--- src/hdl/silp_defines.vh ---
// silp_defines.vh: offsets, field positions, reset values and timing
// counts for the system integration low-power status block.
// assumes inclusion by bare name from the design file.
`ifndef SILP_DEFINES_VH
`define SILP_DEFINES_VH

// register word indices; the bus byte address is four times the index
`define SILP_ADDR_W 18
`define SILP_OFF_BREAK_WAKE 16'hFE00
`define SILP_OFF_RESET_CAUSE 16'hFE01
`define SILP_OFF_BREAK_CTRL 16'hFE03
`define SILP_OFF_PEND_A 16'hFE04
`define SILP_OFF_PEND_B 16'hFE05
`define SILP_OFF_PEND_C 16'hFE08
`define SILP_OFF_LP_CTRL 16'hFE0C
`define SILP_OFF_LP_STAT 16'hFE10

// field positions
`define SILP_BIT_BREAK_WAKE 1
`define SILP_BIT_CLEAR_EN 7
`define SILP_BIT_POR 7
`define SILP_BIT_PIN 6
`define SILP_BIT_WDOG 5
`define SILP_BIT_BADOP 4
`define SILP_BIT_BADAD 3
`define SILP_BIT_LVI 1
`define SILP_BIT_SHORT_REC 0
`define SILP_BIT_WDOG_DIS 1

// reset values
`define SILP_RST_CAUSE 8'h80
`define SILP_RST_ZERO8 8'h00

// axi responses
`define SILP_RESP_OKAY 2'h0
`define SILP_RESP_SLVERR 2'h2

// stop recovery lengths in internal oscillator cycles
`define SILP_REC_LONG 13'h1000
`define SILP_REC_SHORT 13'h0020

// low-power state codes
`define SILP_ST_RUN 2'h0
`define SILP_ST_WAIT 2'h1
`define SILP_ST_STOP 2'h2
`define SILP_ST_REC 2'h3

`endif

--- src/hdl/silp_core.v ---
// silp_core.v: system integration logic with status registers,
// break-state control, wait/stop sequencing and stop recovery timing.
// assumes a single bus clock, synchronous active-low reset, and that
// the cpu and peripherals sit on the internal side of these ports.
`timescale 1ns/1ns
`include "silp_defines.vh"

////////////////////////////////////////////////////////////////////////
// Overview of operation
// - pending flags for sources 14..7 read at bits 7..0 of status b.
// - pending flags for sources 17..15 read in status c.
// - any reset source wins over all interrupts, no arbitration.
// - break request forces the cpu to the software interrupt vector.
// - in break with clear enable low, peripheral flag clears are blocked.
// - with clear enable set, flags clear in break and stay cleared.
// - two-step clears stay blocked in break; second step after clears.
// - wait or stop clears the cpu interrupt mask; cpu held unclocked.
// - wait gates cpu clocks off, peripheral clocks keep running.
// - enabled interrupt wakes wait; stacking starts one cycle later.
// - wait also ends on reset or break.
// - watchdog runs during wait while its disable option is 0.
// - stop clears the internal counter and disables clock output.
// - stop ends on interrupt, reset or break; recovery precedes stacking.
// - recovery is 4096 oscillator cycles, or 32 with short select.
// - counter held cleared in stop, then times the recovery.
// - break wake flag sets on break exit; write 0 or reset clears.
// - break status fe00, reset status fe01, break control fe03.
// - reading reset status clears it; power-on sets bit 7 only.
// - reset causes latched at bits 6,5,4,3,1; bits 2 and 0 read 0.
// - break clear enable is bit 7 of control, read/write, reset 0.
// - status a holds sources 6..1 at bits 7..2, bits 1..0 read 0.
module silp_core #(
   parameter REC_LONG = 4096,
   parameter REC_SHORT = 32
) (
   input wire aclk,
   input wire aresetn,
   // axi4-lite slave
   input wire [`SILP_ADDR_W-1:0] s_axi_awaddr,
   input wire s_axi_awvalid,
   output wire s_axi_awready,
   input wire [31:0] s_axi_wdata,
   input wire [3:0] s_axi_wstrb,
   input wire s_axi_wvalid,
   output wire s_axi_wready,
   output reg [1:0] s_axi_bresp,
   output reg s_axi_bvalid,
   input wire s_axi_bready,
   input wire [`SILP_ADDR_W-1:0] s_axi_araddr,
   input wire s_axi_arvalid,
   output wire s_axi_arready,
   output reg [31:0] s_axi_rdata,
   output reg [1:0] s_axi_rresp,
   output reg s_axi_rvalid,
   input wire s_axi_rready,
   // reset cause pulses, one cycle before or with the reset
   input wire power_on_reset,
   input wire pin_reset,
   input wire watchdog_reset,
   input wire bad_opcode_reset,
   input wire bad_fetch_address_reset,
   input wire low_voltage_reset,
   // interrupt and break requests
   input wire [17:1] pending_irq,
   input wire enabled_irq,
   input wire break_request,
   // cpu low-power instruction strobes
   input wire wait_instr,
   input wire stop_instr,
   input wire internal_oscillator_clock_tick,
   // cpu side controls
   output reg cpu_clock_enable,
   output reg peripheral_clock_enable,
   output reg clock_generator_output_enable,
   output reg clear_interrupt_mask,
   output reg start_stacking,
   output reg force_software_interrupt_vector,
   output wire reset_override,
   output wire in_break,
   output wire flag_clear_permit,
   output wire watchdog_run,
   output reg [12:0] internal_counter
);

   ////////////////////////////////////////////////////////////////////
   // state and registers
   reg [1:0] lp_state;
   reg [1:0] next_lp_state;
   reg break_wake_flag;
   reg [7:0] reset_cause_status;
   reg break_clear_enable;
   reg short_stop_recovery_select;
   reg watchdog_disable_option;
   reg break_active;
   reg wake_pending;
   reg aw_held;
   reg w_held;
   reg [`SILP_ADDR_W-1:0] aw_addr;
   reg [31:0] w_data;
   reg [3:0] w_strb;

   wire any_reset;
   wire [12:0] rec_len;
   wire do_write;
   wire do_read;
   wire [`SILP_ADDR_W-3:0] aw_idx;
   wire [`SILP_ADDR_W-3:0] ar_idx;
   wire [7:0] pending_irq_status_a;
   wire [7:0] pending_irq_status_b;
   wire [7:0] pending_irq_status_c;

   // reset sources share one top priority, no arbitration
   assign any_reset = power_on_reset | pin_reset | watchdog_reset |
      bad_opcode_reset | bad_fetch_address_reset | low_voltage_reset;
   assign reset_override = any_reset;

   // upper bits of status c are tied to zero, writes are ignored
   // live pending flags, not latched
   assign pending_irq_status_a = {pending_irq[6:1], 2'h0};
   assign pending_irq_status_b = pending_irq[14:7];
   assign pending_irq_status_c = {5'h00, pending_irq[17:15]};

   // flag clearing in peripherals blocked in break unless enabled
   assign in_break = break_active;
   assign flag_clear_permit = ~break_active | break_clear_enable;

   // the watchdog stops with the clocks in stop and recovery
   // watchdog keeps running in wait when not disabled
   assign watchdog_run = ~watchdog_disable_option &
      (lp_state != `SILP_ST_STOP) & (lp_state != `SILP_ST_REC);

   // parameters are cut to the counter width on purpose
   // recovery length selection
   assign rec_len = short_stop_recovery_select ? REC_SHORT[12:0] :
      REC_LONG[12:0];

   ////////////////////////////////////////////////////////////////////
   // axi4-lite handshake: address and data taken in either order
   // one write and one read at a time: ready drops while a response waits
   assign s_axi_awready = ~aw_held & ~s_axi_bvalid;
   assign s_axi_wready = ~w_held & ~s_axi_bvalid;
   assign s_axi_arready = ~s_axi_rvalid;
   assign do_write = aw_held & w_held & ~s_axi_bvalid;
   assign do_read = s_axi_arvalid & ~s_axi_rvalid;

   // register index is the byte address over four; the low bits are
   // ignored, so any byte inside a word selects that register
   assign aw_idx = aw_addr[`SILP_ADDR_W-1:2];
   assign ar_idx = s_axi_araddr[`SILP_ADDR_W-1:2];

   // capture write address and data; each half waits here for the
   // other, so the master may offer them in either order
   always @(posedge aclk) begin
      if (!aresetn) begin
         aw_held <= 1'b0;
         w_held <= 1'b0;
         aw_addr <= {`SILP_ADDR_W{1'b0}};
         w_data <= 32'h00000000;
         w_strb <= 4'h0;
      end else begin
         if (s_axi_awvalid && s_axi_awready) begin
            aw_held <= 1'b1;
            aw_addr <= s_axi_awaddr;
         end else if (do_write) begin
            aw_held <= 1'b0;
         end
         if (s_axi_wvalid && s_axi_wready) begin
            w_held <= 1'b1;
            w_data <= s_axi_wdata;
            w_strb <= s_axi_wstrb;
         end else if (do_write) begin
            w_held <= 1'b0;
         end
      end
   end

   // write response
   // unmapped words answer slverr; read-only words take writes silently
   always @(posedge aclk) begin
      if (!aresetn) begin
         s_axi_bvalid <= 1'b0;
         s_axi_bresp <= `SILP_RESP_OKAY;
      end else if (do_write) begin
         s_axi_bvalid <= 1'b1;
         case (aw_idx)
            `SILP_OFF_BREAK_WAKE, `SILP_OFF_RESET_CAUSE,
            `SILP_OFF_BREAK_CTRL, `SILP_OFF_PEND_A, `SILP_OFF_PEND_B,
            `SILP_OFF_PEND_C, `SILP_OFF_LP_CTRL, `SILP_OFF_LP_STAT:
               s_axi_bresp <= `SILP_RESP_OKAY;
            default:
               s_axi_bresp <= `SILP_RESP_SLVERR;
         endcase
      end else if (s_axi_bready) begin
         s_axi_bvalid <= 1'b0;
      end
   end

   // read data mux, one register per word
   // rdata and rresp hold with rvalid until rready is seen
   always @(posedge aclk) begin
      if (!aresetn) begin
         s_axi_rvalid <= 1'b0;
         s_axi_rdata <= 32'h00000000;
         s_axi_rresp <= `SILP_RESP_OKAY;
      end else if (do_read) begin
         s_axi_rvalid <= 1'b1;
         s_axi_rresp <= `SILP_RESP_OKAY;
         case (ar_idx)
            `SILP_OFF_BREAK_WAKE:
               s_axi_rdata <= {30'h00000000, break_wake_flag,
                  1'b0};
            `SILP_OFF_RESET_CAUSE:
               s_axi_rdata <= {24'h000000, reset_cause_status};
            `SILP_OFF_BREAK_CTRL:
               s_axi_rdata <= {24'h000000, break_clear_enable,
                  7'h00};
            `SILP_OFF_PEND_A:
               s_axi_rdata <= {24'h000000, pending_irq_status_a};
            `SILP_OFF_PEND_B:
               s_axi_rdata <= {24'h000000, pending_irq_status_b};
            `SILP_OFF_PEND_C:
               s_axi_rdata <= {24'h000000, pending_irq_status_c};
            `SILP_OFF_LP_CTRL:
               s_axi_rdata <= {30'h00000000, watchdog_disable_option,
                  short_stop_recovery_select};
            `SILP_OFF_LP_STAT:
               s_axi_rdata <= {16'h0000, break_active, lp_state,
                  internal_counter};
            default: begin
               s_axi_rdata <= 32'h00000000;
               s_axi_rresp <= `SILP_RESP_SLVERR;
            end
         endcase
      end else if (s_axi_rready) begin
         s_axi_rvalid <= 1'b0;
      end
   end

   ////////////////////////////////////////////////////////////////////
   // reset cause register: latched causes, cleared by read
   // power-on outranks the other causes and restarts the register
   always @(posedge aclk) begin
      if (!aresetn) begin
         reset_cause_status <= `SILP_RST_CAUSE;
      end else if (power_on_reset) begin
         reset_cause_status <= `SILP_RST_CAUSE;
      end else if (any_reset) begin
         // cause of the last reset wins over a same-cycle read
         reset_cause_status <= {1'b0, pin_reset, watchdog_reset,
            bad_opcode_reset, bad_fetch_address_reset, 1'b0,
            low_voltage_reset, 1'b0};
      end else if (do_read && ar_idx == `SILP_OFF_RESET_CAUSE) begin
         reset_cause_status <= `SILP_RST_ZERO8;
      end
   end

   // software control bits
   // each control bit is written only through its own byte lane
   always @(posedge aclk) begin
      if (!aresetn) begin
         break_clear_enable <= 1'b0;
         short_stop_recovery_select <= 1'b0;
         watchdog_disable_option <= 1'b0;
      end else if (do_write) begin
         if (aw_idx == `SILP_OFF_BREAK_CTRL && w_strb[0])
            break_clear_enable <= w_data[`SILP_BIT_CLEAR_EN];
         if (aw_idx == `SILP_OFF_LP_CTRL && w_strb[0]) begin
            short_stop_recovery_select <= w_data[`SILP_BIT_SHORT_REC];
            watchdog_disable_option <= w_data[`SILP_BIT_WDOG_DIS];
         end
      end
   end

   // break wake flag: set wins over a write of 0
   // only a break in wait, stop or stop recovery sets the flag
   always @(posedge aclk) begin
      if (!aresetn || any_reset) begin
         break_wake_flag <= 1'b0;
      end else if (break_request && lp_state != `SILP_ST_RUN) begin
         break_wake_flag <= 1'b1;
      end else if (do_write && aw_idx == `SILP_OFF_BREAK_WAKE &&
            w_strb[0] && !w_data[`SILP_BIT_BREAK_WAKE]) begin
         break_wake_flag <= 1'b0;
      end
   end

   // break state follows the break request one cycle late; the
   // vector force is a single pulse on the first break cycle, and
   // peripherals see the protection through flag_clear_permit
   always @(posedge aclk) begin
      if (!aresetn || any_reset) begin
         break_active <= 1'b0;
         force_software_interrupt_vector <= 1'b0;
      end else begin
         break_active <= break_request;
         force_software_interrupt_vector <= break_request &
            ~break_active;
      end
   end

   ////////////////////////////////////////////////////////////////////
   // low-power sequencer next state
   // break leaves stop at once; an interrupt goes through recovery
   // first so that the oscillator can settle before stacking
   always @* begin
      next_lp_state = lp_state;
      case (lp_state)
         `SILP_ST_RUN: begin
            if (stop_instr)
               next_lp_state = `SILP_ST_STOP;
            else if (wait_instr)
               next_lp_state = `SILP_ST_WAIT;
         end
         `SILP_ST_WAIT: begin
            if (enabled_irq || break_request)
               next_lp_state = `SILP_ST_RUN;
         end
         `SILP_ST_STOP: begin
            if (break_request)
               next_lp_state = `SILP_ST_RUN;
            else if (enabled_irq)
               next_lp_state = `SILP_ST_REC;
         end
         `SILP_ST_REC: begin
            if (internal_counter >= rec_len - 13'h0001 &&
                  internal_oscillator_clock_tick)
               next_lp_state = `SILP_ST_RUN;
         end
         default: next_lp_state = `SILP_ST_RUN;
      endcase
   end

   // sequencer registers and clock gating
   // clock enables are registered from the next state, so they turn
   // together with the state rather than a cycle after it
   always @(posedge aclk) begin
      if (!aresetn || any_reset) begin
         lp_state <= `SILP_ST_RUN;
         cpu_clock_enable <= 1'b1;
         peripheral_clock_enable <= 1'b1;
         clock_generator_output_enable <= 1'b1;
         clear_interrupt_mask <= 1'b0;
         start_stacking <= 1'b0;
         wake_pending <= 1'b0;
      end else begin
         lp_state <= next_lp_state;
         // both low-power instructions clear the mask
         clear_interrupt_mask <= (lp_state == `SILP_ST_RUN) &
            (wait_instr | stop_instr);
         cpu_clock_enable <= (next_lp_state == `SILP_ST_RUN);
         peripheral_clock_enable <=
            (next_lp_state == `SILP_ST_RUN) |
            (next_lp_state == `SILP_ST_WAIT);
         clock_generator_output_enable <=
            (next_lp_state != `SILP_ST_STOP);
         // stacking one cycle after interrupt wakes from wait
         wake_pending <= (lp_state == `SILP_ST_WAIT) & enabled_irq &
            ~break_request;
         start_stacking <= wake_pending |
            ((lp_state == `SILP_ST_REC) &&
            (next_lp_state == `SILP_ST_RUN));
      end
   end

   // internal counter: cleared through stop, counts the recovery
   // free running elsewhere; only the span after stop is timed
   // the 13-bit width covers the long recovery with room to spare
   always @(posedge aclk) begin
      if (!aresetn) begin
         internal_counter <= 13'h0000;
      end else if (lp_state == `SILP_ST_STOP) begin
         internal_counter <= 13'h0000;
      end else if (internal_oscillator_clock_tick) begin
         internal_counter <= internal_counter + 13'h0001;
      end
   end

endmodule

--- config.mk ---
export PLATFORM = sky130hd
export DESIGN_NAME = silp_core
export DESIGN_NICKNAME = d
export VERILOG_FILES = /design/src/hdl/silp_core.v
export VERILOG_INCLUDE_DIRS = /design/src /design/src/hdl
export SDC_FILE = /design/constraint.sdc
export NUM_CORES = 1
export LEC_CHECK = 0
export ABC_AREA = 1
export BUFFER_PORTS_ARGS = -buffer_cell sky130_fd_sc_hd__buf_2
export CORE_MARGIN = 1.5
export CORE_UTILIZATION = 40
export CTS_CLUSTER_DIAMETER = 30
export CTS_CLUSTER_SIZE = 25
export DETAILED_ROUTE_END_ITERATION = 7
export HOLD_SLACK_MARGIN = 0.15
export PLACE_DENSITY = 0.7
export RECOVER_POWER = 25
export SYNTH_ARGS = -nofsm -noshare
export SYNTH_HDL_FRONTEND = slang
export SYNTH_SLANG_ARGS = --single-unit
--- constraint.sdc ---
create_clock -name aclk -period 2.2 [get_ports aclk]
set_clock_uncertainty 0.15 [all_clocks]
set_input_delay 0.33 -clock aclk [delete_from_list [all_inputs] [get_ports aclk]]
set_output_delay 0.33 -clock aclk [all_outputs]
set_load 0.02 [all_outputs]
==> flow_metrics.env <==
export IMPL_yosys_cell_count_top_type="nand2_1"
export IMPL_dp_hpwl_mm=7.33
export IMPL_timing_rr_end="clock_generator_output_enable"
export IMPL_post_route_min_period_ps=2140
export IMPL_yosys_top_cells_count="nand2_1 (91), dfxtp_1 (75), nor2_1 (67)"
export IMPL_cap_violations=0
export IMPL_ys_seq_area_frac=0.401
export IMPL_p_leak_nw=2.21
export IMPL_grt_max_degree=27
export IMPL_slew_violations=0
export IMPL_fmax_mhz=467
export IMPL_htree_num_levels=3
export IMPL_synth_area_leaders="dfxtp_1 (40%), nand2_1 (9.1%), nor2_1 (6.7%)"
export IMPL_cts_tree="yes"
export IMPL_postCtsSetupBuffers=0
export IMPL_period_share=0.973
export IMPL_final_nets=800
export IMPL_status="completed"
export IMPL_die_h_microns=99.8
export IMPL_gp_congestion=0.866
export IMPL_fin_tns_setup_ps=0
export IMPL_p_per_area_nw_per_um2=596
export IMPL_grt_pass1_vias=3635
export IMPL_initial_core_util=0.409
export IMPL_hold_violations=0
export IMPL_syn_inst=527
export IMPL_wl_per_cell_microns=12.3
export IMPL_cpMostUsedCell="buf_2"
export IMPL_drcViolationCount=0
export IMPL_pin_count=171
export IMPL_numCtsBuffers=9
export IMPL_track_usage=0.201
export IMPL_antenna_left=0
export IMPL_slowest_delay_ps=560
export IMPL_min_path_type="primary input to flip-flop"
export IMPL_via_per_inst=4.88
export IMPL_synthDistinctLibCells=39
export IMPL_die_w_microns=99.8
export IMPL_holdPathEnd="s_axi_rdata[3]"
export IMPL_rows=35
export IMPL_grt_overflow_total=0
export IMPL_insertedDiodeCount=0
export IMPL_areaGrowthSynthToFinish_pct=31.4
export IMPL_regToRegSetupSlack_ps=210
export IMPL_placed_cell_area_sq_um=4410
export IMPL_dr_total_vias=3912
export IMPL_clockBufferDepth=2
export IMPL_critPathSlowestCell="dlygate4sd3_1"
export IMPL_worstHoldStart="pending_irq[10]"
export IMPL_crit_arrival_ps=1660
export IMPL_synth_top_area_frac=0.401
export IMPL_critPathBufInv=5
export IMPL_utilization=0.538
export IMPL_setup_viol=0
export IMPL_worstMarginPinSlew_ps=708
export IMPL_ys_seq_elements=75
export IMPL_r2r_start="short_stop_recovery_select"
export IMPL_die_area_sq_um=9960
export IMPL_firstDrtPassIters=4
export IMPL_reg2regPathDepth=11
export IMPL_drtIter0Drc=150
export IMPL_clock_sinks=75
export IMPL_dp_cells=751
export IMPL_start_kind="primary input"
export IMPL_rsz0062_at_grt="no"
export IMPL_critPathLaunch="pin_reset"
export IMPL_grt_pass1_wl_mm=16.1
export IMPL_netlist_area_sq_um=3750
export IMPL_postLayoutCellArea_sq_um=4920
export IMPL_routed_wl_mm=9.82
export IMPL_core_area_sq_um=9150
export IMPL_clk_pin_slew_worst_paths_ps=80
export IMPL_antenna_found_initial=0
export IMPL_critical_path_cell_chain="dlygate4sd3_1 > buf_2 > nor3_2 > buf_4 > inv_1 > buf_2"
export IMPL_path_max_fanout=2
export IMPL_critPathTopFamily="buffers and inverters"
export IMPL_synth_edf_count=0
export IMPL_whs_path_depth=5
export IMPL_final_cells=801
export IMPL_setup_worst_path_end_class="output pin"
export IMPL_cp_required_ps=1720
export IMPL_ys_flop_type="dfxtp_1"
export IMPL_clk_insertion_delay_late_ps=360
export IMPL_numPortBuffers=116
export IMPL_nFillCells=912
export IMPL_synth_area_per_cell_sq_um=7.11
export IMPL_max_slew_margin_rel=0.528
export IMPL_drive_gt1_frac=0.200
export IMPL_ir_worst_vdd_v=0.000432
export IMPL_finalPower_mw=2.93
export IMPL_cts_root_buf="clkbuf_8"
export IMPL_ys_async_sr_fraction=0
export IMPL_path_class="primary input to output pin"
export IMPL_yosysWarnings=0
export IMPL_yosys_area_top_type="dfxtp_1"
## flip-flops by register name (all words and copies together), names as in the netlist, 2 cells and up
register and cells:
aw_addr 16, s_axi_rdata 16, internal_counter 13, reset_cause_status 6
w_data 3, lp_state 2
## worst max-delay path by stage
| stage | slack (ps) | end | cells after the start |
|---|---|---|---|
| global placement | 270 | clock_generator_output_enable | 11 |
| CTS | 0.9 | wake_pending | 6 |
| floorplan | 410 | clock_generator_output_enable | 11 |
| global route | 2 | wake_pending | 6 |
| finish | 60 | reset_override | 6 |
| detailed placement | 210 | clock_generator_output_enable | 11 |
## layout make-up
| cell class | count | area [sq um] | area share |
|---|---|---|---|
| Inverter | 58 | 218 | 0.0442 |
| Timing Repair Buffer | 162 | 975 | 0.198 |
| Clock inverter | 6 | 71.3 | 0.0145 |
| Sequential cell | 75 | 1500 | 0.305 |
| Multi-Input combinational cell | 379 | 1890 | 0.384 |
| Tap cell | 111 | 139 | 0.0282 |
| Clock buffer | 10 | 128 | 0.0259 |
## per-stage QoR
stage,setup WS (ps),hold slack [ps]
2_1_floorplan,409,258
3_3_place_gp,269,276
3_5_place_dp,209,282
4_1_cts,0.925,224
5_1_grt,2.24,241
6_report,58.5,235
## report_power, final
part	internal, mW	total (mW)	switching [mW]
registers	1.42	1.45	0.0375
clock network	0.536	1.08	0.547
logic	0.160	0.397	0.237
total	2.11	2.93	0.821
## layout by cell type, fill, tap and decap left out, types with 2 or more instances in the layout
cell | synthesis | layout
a21oi_1 | 43 | 43
a21oi_2 | 2 | 2
buf_2 | 3 | 93
buf_4 | 21 | 10
clkbuf_1 | 7 | 26
clkbuf_8 | 0 | 9
clkinvlp_4 | 0 | 2
conb_1 | 1 | 18
dfxtp_1 | 75 | 75
dlygate4sd3_1 | 0 | 34
ha_1 | 8 | 8
inv_1 | 57 | 57
inv_6 | 0 | 3
nand2_1 | 91 | 90
nand2_2 | 3 | 4
nand3_1 | 41 | 41
nand3b_1 | 3 | 3
nand4_1 | 16 | 16
nor2_1 | 67 | 67
nor2_2 | 3 | 3
nor2_4 | 4 | 4
nor3_1 | 12 | 11
nor4_1 | 2 | 2
o21a_1 | 2 | 2
o21ai_0 | 48 | 48
## cells by family after synthesis
group / synth area share
AOI/OAI and AO/OA: 0.139
xor gates and xnor gates: 0.00468
adders and majority gates: 0.0267
buffers and inverters: 0.115
DFF: 0.401
other: 0.00100
and+or+nand+nor: 0.312
## routing by layer
layer | track usage | vias to the layer above | wire length [microns]
li1 | - | 2015 | -
met1 | 0.261 | 1754 | 4650
met2 | 0.324 | 125 | 4390
met3 | 0.0348 | 18 | 540
met4 | 0.101 | 0 | 239
met5 | 0 | - | 0
## repair_timing
action                                  4_1_cts  5_1_grt
gates resized for setup                       0        3
endpoints found under the setup margin        0        3
hold endpoints to repair                     40        0
hold buffers                                 34        0
## tightest hold or removal path, cell delays in order
cell	delay, ps
buf_2	100
nand3_1	70
nand4_1	80
nand2_1	60
a21oi_1	50
No activity file was read; power rests on OpenSTA's default activity.
